--- config.mk ---
export PLATFORM = sky130hd
export DESIGN_NAME = sensor_compensation_calc
export DESIGN_NICKNAME = d
export VERILOG_FILES = /design/src/include/sensor_comp_pkg.sv /design/src/logic/sensor_compensation_calc.sv
export SDC_FILE = /design/constraint.sdc
export NUM_CORES = 2
export LEC_CHECK = 0
export BUFFER_PORTS_ARGS = -buffer_cell sky130_fd_sc_hd__clkbuf_2
export CAP_MARGIN = 25
export CORE_ASPECT_RATIO = 0.8
export CORE_MARGIN = 2
export CORE_UTILIZATION = 65
export CTS_CLUSTER_DIAMETER = 30
export DETAILED_ROUTE_END_ITERATION = 12
export HOLD_SLACK_MARGIN = 0.1
export PLACE_DENSITY = 0.87
export SYNTH_ARGS = -nofsm -noshare
export SYNTH_HDL_FRONTEND = slang
export SYNTH_SLANG_ARGS = --single-unit
--- constraint.sdc ---
create_clock -name MCLK_IN -period 28.6 [get_ports MCLK_IN]
set_input_delay 2.86 -clock MCLK_IN [delete_from_list [all_inputs] [get_ports MCLK_IN]]
set_output_delay 2.86 -clock MCLK_IN [all_outputs]
set_load 0.005 [all_outputs]
--- src/include/sensor_comp_pkg.sv ---
package sensor_comp_pkg;

  // ----------------------------------------------------------------
  // widths
  // ----------------------------------------------------------------
  localparam int NV_BYTES      = 48;
  localparam int ADR_W         = 9;
  localparam int CODE_W        = 10;
  localparam int COEF_W        = 12;
  localparam int SIG_FRAC_BITS = 10;
  localparam int TC_FRAC_BITS  = 8;

  // ----------------------------------------------------------------
  // nonvolatile image: byte positions
  // ----------------------------------------------------------------
  localparam int NV_COARSE     = 2;
  localparam int NV_GAIN_LO    = 3;
  localparam int NV_OFFS_LO    = 4;
  localparam int NV_GAP_COUNT  = 5;
  localparam int NV_TEMP_BP    = 6;   // temp breakpoints one..three, 6..8
  localparam int NV_SIG_BP     = 9;   // signal breakpoints 2..5, high then low, 9..16
  localparam int NV_TRIM_HI    = 17;
  localparam int NV_ORDINATE   = 18;  // one ordinate per signal range, 18..22
  localparam int NV_ALM_LO_TRG = 27;
  localparam int NV_ALM_LO_OUT = 28;
  localparam int NV_ALM_HI_TRG = 29;
  localparam int NV_ALM_HI_OUT = 30;
  localparam int NV_SRC_CTRL   = 31;
  localparam int NV_STEER_LVL  = 28;  // three transition levels, 28..30
  localparam int NV_GAIN_TC    = 32;  // low then high byte per gap, 32..39
  localparam int NV_OFFS_TC    = 40;  // 40..47
  localparam int NV_SIG_TC     = 38;  // signal coefficients share the table, 38..47

  // ----------------------------------------------------------------
  // field positions
  // ----------------------------------------------------------------
  localparam int GAIN_HI_LSB   = 0;
  localparam int OFFS_HI_LSB   = 2;
  localparam int CGAIN_LSB     = 0;
  localparam int CGAIN_W       = 3;
  localparam int COFFS_LSB     = 4;
  localparam int COFFS_W       = 4;
  localparam int MODE_DIGITAL  = 6;
  localparam int MODE_ALARM    = 5;
  localparam int MODE_STEER    = 4;

  // ----------------------------------------------------------------
  // register map (byte addresses)
  // ----------------------------------------------------------------
  localparam logic [ADR_W-1:0] REG_MODE       = 9'h000;
  localparam logic [ADR_W-1:0] REG_STATUS     = 9'h004;
  localparam logic [ADR_W-1:0] REG_GAIN_DAC   = 9'h008;
  localparam logic [ADR_W-1:0] REG_OFFSET_DAC = 9'h00C;
  localparam logic [ADR_W-1:0] REG_SIGNAL_OUT = 9'h010;
  localparam logic [ADR_W-1:0] REG_NV_BASE    = 9'h100;
  localparam logic [7:0]       MODE_RESET     = 8'h00;
  localparam logic [7:0]       NV_RESET       = 8'h00;

  // ----------------------------------------------------------------
  // codes
  // ----------------------------------------------------------------
  typedef enum logic [3:0] {
    SRC_GAIN_STAGE = 4'b0000,
    SRC_TEMP       = 4'b0010,
    SRC_VOUT       = 4'b0011,
    SRC_AUX_ONE    = 4'b0100,
    SRC_AUX_TWO    = 4'b0101,
    SRC_AMP        = 4'b0110
  } src_sel_t;

  localparam logic [3:0] SRANGE_FIXED = 4'hF;
  localparam logic [3:0] SRANGE_1     = 4'hE;
  localparam logic [3:0] SRANGE_2     = 4'hC;
  localparam logic [3:0] SRANGE_3     = 4'hA;
  localparam logic [3:0] SRANGE_4     = 4'h8;
  localparam logic [3:0] SRANGE_5     = 4'h6;
  localparam logic [3:0] TGAP_FIXED   = 4'h0;
  localparam logic [3:0] TGAP_2       = 4'h5;
  localparam logic [3:0] TGAP_3       = 4'h8;
  localparam logic [3:0] TGAP_4       = 4'hB;

endpackage : sensor_comp_pkg

--- src/logic/sensor_compensation_calc.sv ---
`timescale 1ns/1ps

// Functional notes
// - after reset, gain and offset DAC codes are recomputed continuously for one to four gaps
// - first gap: gain equals trim minus coefficient one times (breakpoint one minus temp)
// - later gaps chain: previous result plus coefficient times excess over prior breakpoint
// - gain trim is ten bits built from byte 3 and part of byte 17
// - offset trim is ten bits built from byte 4 and part of byte 17
// - offset code uses the same piecewise chaining with offset trim and coefficients
// - coarse gain and coarse offset selections come from fields of byte 2
// - each temperature coefficient is a low byte and a high byte of the table
// - digital output is (signal minus range breakpoint) times coefficient plus ordinate
// - signal coefficients are twelve bits: sign, one integer bit, ten fraction bits
// - signal breakpoints are ten bits, stored high byte first then low byte
// - upper nibble of gap-count byte selects number of signal ranges
// - lower nibble of gap-count byte selects number of temperature gaps
// - shared storage caps signal ranges by temperature gaps: 5, 3, 2, fixed
// - alarm uses five bytes; output clamps to programmed level past a trigger
// - alarm levels are eight bits compared to upper eight of ten signal bits
// - alarm source is upper nibble of byte 31 with six source codes
// - level steering drives both aux pins from eight-bit levels of selected signal
// - level steering masks the alarm enable; alarm flags can last into the first steering cycle
// - steering uses control byte and three levels; four source codes
// - mode bit 6 digital, bit 5 alarm enable, bit 4 level steering
// - filtered temperature is ten bits left-justified in a sixteen-bit field
module sensor_compensation_calc #(
  parameter int TC_FRAC = sensor_comp_pkg::TC_FRAC_BITS
) (
  // clock and reset
  input  wire logic                                   MCLK_IN,
  input  wire logic                                   RST_B_IN,
  // wishbone slave
  input  wire logic                                   WB_CYC_IN,
  input  wire logic                                   WB_STB_IN,
  input  wire logic                                   WB_WE_IN,
  input  wire logic [sensor_comp_pkg::ADR_W-1:0]      WB_ADR_IN,
  input  wire logic [3:0]                             WB_SEL_IN,
  input  wire logic [31:0]                            WB_DAT_IN,
  output logic      [31:0]                            WB_DAT_OUT,
  output logic                                        WB_ACK_OUT,
  // measurements from the converter datapath
  input  wire logic [15:0]                            FILT_TEMP_IN,
  input  wire logic [sensor_comp_pkg::CODE_W-1:0]     TEMPERATURE_SIGNAL_IN,
  input  wire logic [sensor_comp_pkg::CODE_W-1:0]     AMPLIFIER_SIGNAL_IN,
  input  wire logic [sensor_comp_pkg::CODE_W-1:0]     GAIN_STAGE_SIGNAL_IN,
  input  wire logic [sensor_comp_pkg::CODE_W-1:0]     VOLTAGE_OUTPUT_SIGNAL_IN,
  input  wire logic [sensor_comp_pkg::CODE_W-1:0]     AUX_PIN_ONE_LEVEL_IN,
  input  wire logic [sensor_comp_pkg::CODE_W-1:0]     AUX_PIN_TWO_LEVEL_IN,
  // dac settings
  output logic      [sensor_comp_pkg::CODE_W-1:0]     GAIN_DAC_OUT,
  output logic      [sensor_comp_pkg::CODE_W-1:0]     OFFSET_DAC_OUT,
  output logic      [sensor_comp_pkg::CGAIN_W-1:0]    COARSE_GAIN_SEL_OUT,
  output logic      [sensor_comp_pkg::COFFS_W-1:0]    COARSE_OFFSET_SEL_OUT,
  // digital path
  output logic                                        DIGITAL_MODE_OUT,
  output logic      [sensor_comp_pkg::CODE_W-1:0]     SIGNAL_OUT,
  output logic                                        ALARM_LOW_OUT,
  output logic                                        ALARM_HIGH_OUT,
  // aux pins
  output logic                                        AUX_PIN_ONE_OUT,
  output logic                                        AUX_PIN_ONE_OE_OUT,
  output logic                                        AUX_PIN_TWO_OUT,
  output logic                                        AUX_PIN_TWO_OE_OUT
);

  localparam int CW = sensor_comp_pkg::CODE_W;
  localparam int NB = sensor_comp_pkg::NV_BYTES;

  if (TC_FRAC < 0 || TC_FRAC > 11) begin : g_bad_frac
    $error("TC_FRAC must lie in 0..11");
  end

  // ----------------------------------------------------------------
  // state
  // ----------------------------------------------------------------
  typedef struct packed {
    logic [NB-1:0][7:0] nv;
    logic [7:0]         mode;
    logic               ack;
    logic [31:0]        rdata;
    logic [CW-1:0]      gain;
    logic [CW-1:0]      offs;
    logic [CW-1:0]      sig_out;
    logic               alm_lo;
    logic               alm_hi;
    logic [1:0]         steer;
  } state_t;

  state_t st_q;
  state_t st_d;

  // ----------------------------------------------------------------
  // helpers
  // ----------------------------------------------------------------
  function automatic logic signed [11:0] coef12(input logic [7:0] lo, input logic [7:0] hi);
    coef12 = $signed({hi[3:0], lo});  // values above 2047 read as negative
  endfunction : coef12

  function automatic logic signed [10:0] diff11(input logic [CW-1:0] a, input logic [CW-1:0] b);
    diff11 = $signed({1'b0, a}) - $signed({1'b0, b});
  endfunction : diff11

  function automatic logic [CW-1:0] clamp10(input logic signed [17:0] v);
    if (v < 18'sd0) begin
      clamp10 = '0;
    end else if (v > 18'sd1023) begin
      clamp10 = 10'h3FF;
    end else begin
      clamp10 = v[CW-1:0];
    end
  endfunction : clamp10

  function automatic logic signed [17:0] tc_term(input logic signed [11:0] c, input logic signed [10:0] d);
    logic signed [22:0] p;
    p       = c * d;
    tc_term = 18'(p >>> TC_FRAC);
  endfunction : tc_term

  // piecewise chain over temperature gaps; bp holds breakpoints one..three
  function automatic logic [CW-1:0] temp_setting(input logic [CW-1:0]       trim,
                                                 input logic [3:0][15:0]    cf,
                                                 input logic [CW-1:0]       t,
                                                 input logic [2:0][CW-1:0]  bp,
                                                 input logic [2:0]          ngaps);
    logic signed [17:0] acc;
    logic [CW-1:0]      upper;
    acc   = $signed({8'h00, trim});
    upper = '0;
    if (ngaps <= 3'd1 || t < bp[0]) begin
      acc = acc - tc_term(coef12(cf[0][7:0], cf[0][15:8]), diff11(bp[0], t));
    end else begin
      for (int k = 1; k < 4; k++) begin
        if (k < int'(ngaps) && t >= bp[k-1]) begin
          upper = (k + 1 < int'(ngaps) && k < 3 && t >= bp[k % 3]) ? bp[k % 3] : t;
          acc   = acc + tc_term(coef12(cf[k][7:0], cf[k][15:8]), diff11(upper, bp[k-1]));
        end
      end
    end
    temp_setting = clamp10(acc);
  endfunction : temp_setting

  function automatic logic [CW-1:0] pick_src(input logic [3:0] code, input logic allow_aux);
    case (code)
      sensor_comp_pkg::SRC_TEMP:    pick_src = TEMPERATURE_SIGNAL_IN;
      sensor_comp_pkg::SRC_AMP:     pick_src = AMPLIFIER_SIGNAL_IN;
      sensor_comp_pkg::SRC_VOUT:    pick_src = VOLTAGE_OUTPUT_SIGNAL_IN;
      sensor_comp_pkg::SRC_AUX_ONE: pick_src = allow_aux ? AUX_PIN_ONE_LEVEL_IN : GAIN_STAGE_SIGNAL_IN;
      sensor_comp_pkg::SRC_AUX_TWO: pick_src = allow_aux ? AUX_PIN_TWO_LEVEL_IN : GAIN_STAGE_SIGNAL_IN;
      default:                      pick_src = GAIN_STAGE_SIGNAL_IN;
    endcase
  endfunction : pick_src

  // ----------------------------------------------------------------
  // configuration decode
  // ----------------------------------------------------------------
  logic [CW-1:0]          temp_f;
  logic [CW-1:0]          gain_trim;
  logic [CW-1:0]          offset_trim;
  logic [7:0]             gap_count_byte;
  logic [2:0]             n_tgaps;
  logic [2:0]             n_srange_code;
  logic [2:0]             n_srange_cap;
  logic [2:0]             n_srange;
  logic [2:0][CW-1:0]     temp_bp;
  logic [3:0][15:0]       gain_temp_coef;
  logic [3:0][15:0]       offset_temp_coef;
  logic [4:0][CW-1:0]     signal_breakpoint;
  logic                   digital_en;
  logic                   alarm_en;
  logic                   steer_en;

  always_comb begin
    temp_f         = FILT_TEMP_IN[15:6];
    gain_trim      = {st_q.nv[sensor_comp_pkg::NV_TRIM_HI][sensor_comp_pkg::GAIN_HI_LSB +: 2],
                      st_q.nv[sensor_comp_pkg::NV_GAIN_LO]};
    offset_trim    = {st_q.nv[sensor_comp_pkg::NV_TRIM_HI][sensor_comp_pkg::OFFS_HI_LSB +: 2],
                      st_q.nv[sensor_comp_pkg::NV_OFFS_LO]};
    gap_count_byte = st_q.nv[sensor_comp_pkg::NV_GAP_COUNT];
    digital_en     = st_q.mode[sensor_comp_pkg::MODE_DIGITAL];
    steer_en       = st_q.mode[sensor_comp_pkg::MODE_STEER];
    alarm_en       = st_q.mode[sensor_comp_pkg::MODE_ALARM] & ~steer_en;
    case (gap_count_byte[3:0])
      sensor_comp_pkg::TGAP_2: n_tgaps = 3'd2;
      sensor_comp_pkg::TGAP_3: n_tgaps = 3'd3;
      sensor_comp_pkg::TGAP_4: n_tgaps = 3'd4;
      default:                 n_tgaps = 3'd1;
    endcase
    case (gap_count_byte[7:4])
      sensor_comp_pkg::SRANGE_1: n_srange_code = 3'd1;
      sensor_comp_pkg::SRANGE_2: n_srange_code = 3'd2;
      sensor_comp_pkg::SRANGE_3: n_srange_code = 3'd3;
      sensor_comp_pkg::SRANGE_4: n_srange_code = 3'd4;
      sensor_comp_pkg::SRANGE_5: n_srange_code = 3'd5;
      default:                   n_srange_code = 3'd0;
    endcase
    case (n_tgaps)
      3'd2:    n_srange_cap = 3'd3;
      3'd3:    n_srange_cap = 3'd2;
      3'd4:    n_srange_cap = 3'd0;
      default: n_srange_cap = 3'd5;
    endcase
    n_srange = (n_srange_code < n_srange_cap) ? n_srange_code : n_srange_cap;
    for (int k = 0; k < 3; k++) begin
      temp_bp[k] = {st_q.nv[sensor_comp_pkg::NV_TEMP_BP + k], 2'b00};
    end
    for (int k = 0; k < 4; k++) begin
      gain_temp_coef[k]   = {st_q.nv[sensor_comp_pkg::NV_GAIN_TC + 2*k + 1],
                             st_q.nv[sensor_comp_pkg::NV_GAIN_TC + 2*k]};
      offset_temp_coef[k] = {st_q.nv[sensor_comp_pkg::NV_OFFS_TC + 2*k + 1],
                             st_q.nv[sensor_comp_pkg::NV_OFFS_TC + 2*k]};
    end
    signal_breakpoint[0] = '0;
    for (int k = 1; k < 5; k++) begin
      signal_breakpoint[k] = {st_q.nv[sensor_comp_pkg::NV_SIG_BP + 2*(k-1)][1:0],
                              st_q.nv[sensor_comp_pkg::NV_SIG_BP + 2*(k-1) + 1]};
    end
  end

  // ----------------------------------------------------------------
  // signal correction, alarm and steering
  // ----------------------------------------------------------------
  logic [2:0]            range_idx;
  logic signed [11:0]    sig_coef;
  logic signed [22:0]    sig_prod;
  logic [CW-1:0]         corrected;
  logic [CW-1:0]         alarm_src;
  logic [CW-1:0]         steer_src;
  logic [7:0]            src_top;
  logic [7:0]            steer_top;
  logic [1:0]            steer_cnt;

  always_comb begin
    range_idx = '0;
    for (int k = 1; k < 5; k++) begin
      if (k < int'(n_srange) && GAIN_STAGE_SIGNAL_IN >= signal_breakpoint[k]) begin
        range_idx = 3'(k);
      end
    end
    sig_coef = coef12(st_q.nv[sensor_comp_pkg::NV_SIG_TC + 2*range_idx],
                      st_q.nv[sensor_comp_pkg::NV_SIG_TC + 2*range_idx + 1]);
    sig_prod = sig_coef * diff11(GAIN_STAGE_SIGNAL_IN, signal_breakpoint[range_idx]);
    if (!digital_en || n_srange == 3'd0) begin
      corrected = GAIN_STAGE_SIGNAL_IN;
    end else begin
      corrected = clamp10(18'(sig_prod >>> sensor_comp_pkg::SIG_FRAC_BITS)
                          + $signed({8'h00, st_q.nv[sensor_comp_pkg::NV_ORDINATE + range_idx], 2'b00}));
    end
    alarm_src = pick_src(st_q.nv[sensor_comp_pkg::NV_SRC_CTRL][7:4], 1'b1);
    steer_src = pick_src(st_q.nv[sensor_comp_pkg::NV_SRC_CTRL][7:4], 1'b0);
    src_top   = alarm_src[CW-1:2];
    steer_top = steer_src[CW-1:2];
    steer_cnt = '0;
    for (int k = 0; k < 3; k++) begin
      if (steer_top >= st_q.nv[sensor_comp_pkg::NV_STEER_LVL + k]) begin
        steer_cnt = steer_cnt + 2'd1;
      end
    end
  end

  // ----------------------------------------------------------------
  // next state
  // ----------------------------------------------------------------
  logic          bus_req;
  logic [5:0]    nv_idx;
  logic          nv_hit;

  always_comb begin
    st_d    = st_q;
    bus_req = WB_CYC_IN & WB_STB_IN & ~st_q.ack;
    nv_idx  = WB_ADR_IN[7:2];
    nv_hit  = WB_ADR_IN[8] && (WB_ADR_IN[1:0] == 2'b00) && (int'(nv_idx) < NB);

    // dac settings, recomputed every cycle
    st_d.gain = temp_setting(gain_trim, gain_temp_coef, temp_f, temp_bp, n_tgaps);
    st_d.offs = temp_setting(offset_trim, offset_temp_coef, temp_f, temp_bp, n_tgaps);

    // alarm clamps the output, otherwise the corrected value passes
    st_d.sig_out = corrected;
    st_d.alm_lo  = 1'b0;
    st_d.alm_hi  = 1'b0;
    if (alarm_en) begin
      if (src_top < st_q.nv[sensor_comp_pkg::NV_ALM_LO_TRG]) begin
        st_d.sig_out = {st_q.nv[sensor_comp_pkg::NV_ALM_LO_OUT], 2'b00};
        st_d.alm_lo  = 1'b1;
      end else if (src_top > st_q.nv[sensor_comp_pkg::NV_ALM_HI_TRG]) begin
        st_d.sig_out = {st_q.nv[sensor_comp_pkg::NV_ALM_HI_OUT], 2'b00};
        st_d.alm_hi  = 1'b1;
      end
    end
    st_d.steer = steer_en ? steer_cnt : 2'b00;

    // bus: one wait state, ack drops the cycle after it is given
    st_d.ack   = bus_req;
    st_d.rdata = '0;
    if (bus_req && WB_WE_IN && WB_SEL_IN[0]) begin
      if (WB_ADR_IN == sensor_comp_pkg::REG_MODE) begin
        st_d.mode = WB_DAT_IN[7:0];
      end else if (nv_hit) begin
        st_d.nv[nv_idx] = WB_DAT_IN[7:0];
      end
    end
    if (bus_req && !WB_WE_IN) begin
      case (WB_ADR_IN)
        sensor_comp_pkg::REG_MODE:       st_d.rdata = {24'h000000, st_q.mode};
        sensor_comp_pkg::REG_STATUS:     st_d.rdata = {28'h0000000, st_q.steer, st_q.alm_hi, st_q.alm_lo};
        sensor_comp_pkg::REG_GAIN_DAC:   st_d.rdata = {22'h000000, st_q.gain};
        sensor_comp_pkg::REG_OFFSET_DAC: st_d.rdata = {22'h000000, st_q.offs};
        sensor_comp_pkg::REG_SIGNAL_OUT: st_d.rdata = {22'h000000, st_q.sig_out};
        default:                         st_d.rdata = nv_hit ? {24'h000000, st_q.nv[nv_idx]} : 32'h00000000;
      endcase
    end
  end

  always_ff @(posedge MCLK_IN or negedge RST_B_IN) begin
    if (!RST_B_IN) begin
      st_q      <= '0;
      st_q.mode <= sensor_comp_pkg::MODE_RESET;
      st_q.nv   <= {NB{sensor_comp_pkg::NV_RESET}};
    end else begin
      st_q <= st_d;
    end
  end

  // ----------------------------------------------------------------
  // outputs
  // ----------------------------------------------------------------
  always_comb begin
    WB_ACK_OUT            = st_q.ack;
    WB_DAT_OUT            = st_q.rdata;
    GAIN_DAC_OUT          = st_q.gain;
    OFFSET_DAC_OUT        = st_q.offs;
    COARSE_GAIN_SEL_OUT   = st_q.nv[sensor_comp_pkg::NV_COARSE]
                            [sensor_comp_pkg::CGAIN_LSB +: sensor_comp_pkg::CGAIN_W];
    COARSE_OFFSET_SEL_OUT = st_q.nv[sensor_comp_pkg::NV_COARSE]
                            [sensor_comp_pkg::COFFS_LSB +: sensor_comp_pkg::COFFS_W];
    DIGITAL_MODE_OUT      = st_q.mode[sensor_comp_pkg::MODE_DIGITAL];
    SIGNAL_OUT            = st_q.sig_out;
    ALARM_LOW_OUT         = st_q.alm_lo;
    ALARM_HIGH_OUT        = st_q.alm_hi;
    AUX_PIN_ONE_OUT       = st_q.steer[0];
    AUX_PIN_TWO_OUT       = st_q.steer[1];
    // pins stay inputs unless steering owns them
    AUX_PIN_ONE_OE_OUT    = st_q.mode[sensor_comp_pkg::MODE_STEER];
    AUX_PIN_TWO_OE_OUT    = st_q.mode[sensor_comp_pkg::MODE_STEER];
  end

endmodule : sensor_compensation_calc

==> reports/qor.csv <==
metric;value;unit
Clk network pwr share;22.3;%
endpoints failing setup;0;
final-stage net count;9931;
Gate power share;63.2;%
initial antenna violation count;32;
most common flop cell mapped by yosys;dfrtp_1;
gate count of the mapped netlist;8086;
overall track demand over capacity in global routing;42.11;%
die height;311.6;um
Port Buf Inserts;137;
relative slew slack;13.30;%
post-layout worst setup margin;9.586;ns
H-tree levels;3;
CTS Hold Bufs;0;
Post-DP HPWL;186600;um
vias post-DR;63790;
run status;finished with violations;
Seq/Total Area, Yosys;14.22;%
worst-margin pin slew;1.300;ns
clock transition at the registers of the reported paths;0.06;ns
Seq. cell area;10940;sq um
global placement routability congestion;1.062;
synthesized area per cell;9.510;sq um
count of pins over their slew limit;0;
violated checks;DRC;
total net switching power;2.467;mW
count of flip-flops with a built-in enable after synthesis;0;
vias in the first global route;66011;
# placed instances;9442;
min Tclk post-route;19.01;ns
part of the total power dissipated in sequential elements;14.6;%
maximum clock skew at final layout;0.05859;ns
total clock buffers created by CTS;83;
detailed-router iteration count before antenna repair;13;
worst slack at placement;9.876;ns
period utilization;66.48;%
switching share of power;51.15;%
area added between synthesis and finish;6.538;%
total internal power;2.356;mW
row count;112;
Die Outline Area;121100;sq um
required time at the worst-slack endpoint;29.16;ns
root buffer selected by CTS;clkbuf_16;
unrepaired setup endpoints after global routing;no;
wirelength, routed;252200;um
global-route wire length before repair;386900;um
number of violations of the max-capacitance limit;0;
cells resized by post-CTS repair;0;
number of remaining DRC errors;44;
worst skew pair latency;0.67;ns
leak pwr;40.21;nW
aggregate negative setup slack;0;ns
number of placed I/O pins;203;
DRT antenna net count;0;
post-CTS setup buffer count;0;
number of failing hold endpoints at the final stage;0;
clock tree from TritonCTS;yes;
top area cells in the synthesized netlist;fa_1, dfrtp_1, ha_1;
WHS;0.5062;ns
delay of the slowest cell on the worst path;0.87;ns
Util after Layout;70.01;%
Yosys cell types;95;
Iter 0 DRT Violations;9212;
initial cell density of the core;65.72;%
fraction of layout cells with a size suffix above 1;12.55;%
Clock Sink Count;437;
signal arrival time at the worst endpoint;19.58;ns
Avg Vias per Cell;6.615;
Yosys Warn Count;0;
total of flip-flops plus latches after synthesis;437;
post-detailed-route wirelength per cell;26.15;um
fraction of post-synthesis cell area in the top cell type by area;29.42;%
slowest cell on the critical path;a221oi_1;
min-delay worst type;flop to flop;
area of the multi-input gates;59090;sq um
core area;117000;sq um
Layout fillers;8065;
maximum number of pins on one net before global-route repair;178;
critical setup path kind;primary input to flop;
die boundary width;388.5;um
area of the mapped netlist;76890;sq um
Worst Setup End Kind;flop;
total grt overflow;0;
leading area contributor after synthesis;fa_1;
async set or reset register ratio after synthesis;100.0;%
maximum clock path buffer count;3;
worst ir drop on vdd;0.2804;mV
startpoint class of the critical path;primary input;
PwrDens;58.88;nW/um^2
highest clock frequency the design can meet;52.59;MHz
maximum net fanout on the critical path;25;
final cell count without fillers;9643;
## cells in the mapped netlist, types with 21 or more instances
cell type and count:
a221o_1 24, nor2b_1 99, nand3_1 74, or3_1 27, ha_1 673, o21a_1 47
o21bai_1 30, buf_2 28, o22ai_1 25, mux4_2 122, clkbuf_1 328, nor3_1 105
o31ai_1 41, nor4b_1 24, fa_1 1130, dfrtp_1 437, and3_1 81, a21o_1 111
mux2_2 371, a21oi_1 237, xnor2_1 216, xor2_1 105, or2_2 54, buf_1 27
inv_1 1369, buf_4 72, o211ai_1 21, and2_1 399, nand2_1 699, a211oi_1 41
nand2b_1 149, nor2_1 333, o21ai_0 249, nand4_1 22, mux2i_1 78
## worst max-delay path: cells and delay by family
kind            cells  cell delay (ns)
fa+ha+maj          12             5.11
mux                 2             0.45
compound gates     23             7.37
buf+inv             8             1.16
simple gates       10             1.32
xor+xnor            3             1.25
## per-layer routing
metal / vias to the layer above / track usage [%] / wire length [um]
met5: - / 3.281 / 802
met4: 42 / 24.88 / 19280
met3: 1420 / 19.63 / 40260
met2: 4979 / 58.65 / 102700
met1: 31372 / 53.24 / 89170
li1: 25977 / - / -
## layout make-up
| cell class | instances | share of cell area [%] |
|---|---|---|
| multi-input cells | 5844 | 72.13 |
| flip-flops and latches | 437 | 13.35 |
| inverters | 1369 | 6.273 |
| clock buffers | 100 | 2.725 |
| well taps | 1539 | 2.351 |
| repair buffers | 267 | 2.100 |
| clock inverters | 53 | 0.9653 |
| diodes | 34 | 0.1039 |
## through the flow
stage | total power, mW | cell area (sq um)
2_1_floorplan | 2.577 | 76970
3_3_place_gp | 3.414 | 78640
3_5_place_dp | 3.497 | 78680
4_1_cts | 4.602 | 81700
5_1_grt | 4.965 | 81860
6_report | 4.824 | 81920
## registers in the layout (all words and copies together), names as in the netlist, 3 cells and up
| signal | flops |
|---|---|
| COARSE_GAIN_SEL_OUT | 3 |
| COARSE_OFFSET_SEL_OUT | 4 |
| GAIN_DAC_OUT | 10 |
| OFFSET_DAC_OUT | 10 |
| SIGNAL_OUT | 10 |
| WB_DAT_OUT | 10 |
| gain_temp_coef | 64 |
| gain_trim | 10 |
| gap_count_byte | 8 |
| offset_temp_coef | 64 |
| offset_trim | 10 |
| signal_breakpoint | 40 |
| st_q | 187 |
## power groups by stage
stage	sequential (mW)	combinational, mW	clock (mW)
5_1_grt	0.698	3.17	1.09
3_3_place_gp	0.700	2.71	0
2_1_floorplan	0.654	1.92	0
3_5_place_dp	0.700	2.80	0
4_1_cts	0.691	2.85	1.06
6_report	0.703	3.05	1.07
## layout by cell type (no fill, tap or decap), drive strengths merged, types with 54 or more instances in the layout
| master | instances |
|---|---|
| nor3 | 105 |
| and2 | 401 |
| clkbuf | 238 |
| mux2i | 78 |
| mux4 | 122 |
| nor2b | 99 |
| nand2b | 149 |
| nand2 | 699 |
| a21o | 111 |
| a21oi | 240 |
| fa | 1130 |
| xor2 | 105 |
| dfrtp | 437 |
| buf | 129 |
| xnor2 | 216 |
| mux2 | 371 |
| and3 | 82 |
| nand3 | 74 |
| ha | 673 |
| or2 | 54 |
| nor2 | 333 |
| inv | 1383 |
| o21ai | 254 |
## cells by family after synthesis
kind of cell | count (synthesis) | share of synthesized area, %
xor+xnor | 321 | 3.656
flops | 437 | 14.22
other cells | 1 | 0.004877
simple gates | 2125 | 13.83
compound gates | 1002 | 8.577
fa+ha+maj | 1803 | 40.37
mux | 571 | 10.02
buf+inv | 1826 | 9.322
## path summary, 6_finish.rpt
| kind | start | endpoint | slack [ns] | depth (start not counted) |
|---|---|---|---|---|
| max in group asynchronous | RST_B_IN | offset_temp_coef[18]$_DFFE_PN0P_ | 24.12 | 3 |
| min in group asynchronous | RST_B_IN | st_q[304]$_DFFE_PN0P_ | 2.29 | 1 |
| min | st_q[150]$_DFFE_PN0P_ | st_q[150]$_DFFE_PN0P_ | 0.51 | 1 |
| max reg2reg | st_q[134]$_DFFE_PN0P_ | GAIN_DAC_OUT[3]$_DFF_PN0_ | 11.94 | 54 |
| min reg2reg | st_q[150]$_DFFE_PN0P_ | st_q[150]$_DFFE_PN0P_ | 0.51 | 1 |
| max | FILT_TEMP_IN[7] | GAIN_DAC_OUT[3]$_DFF_PN0_ | 9.59 | 58 |
Note: power is estimated with default switching activity, not from simulation.
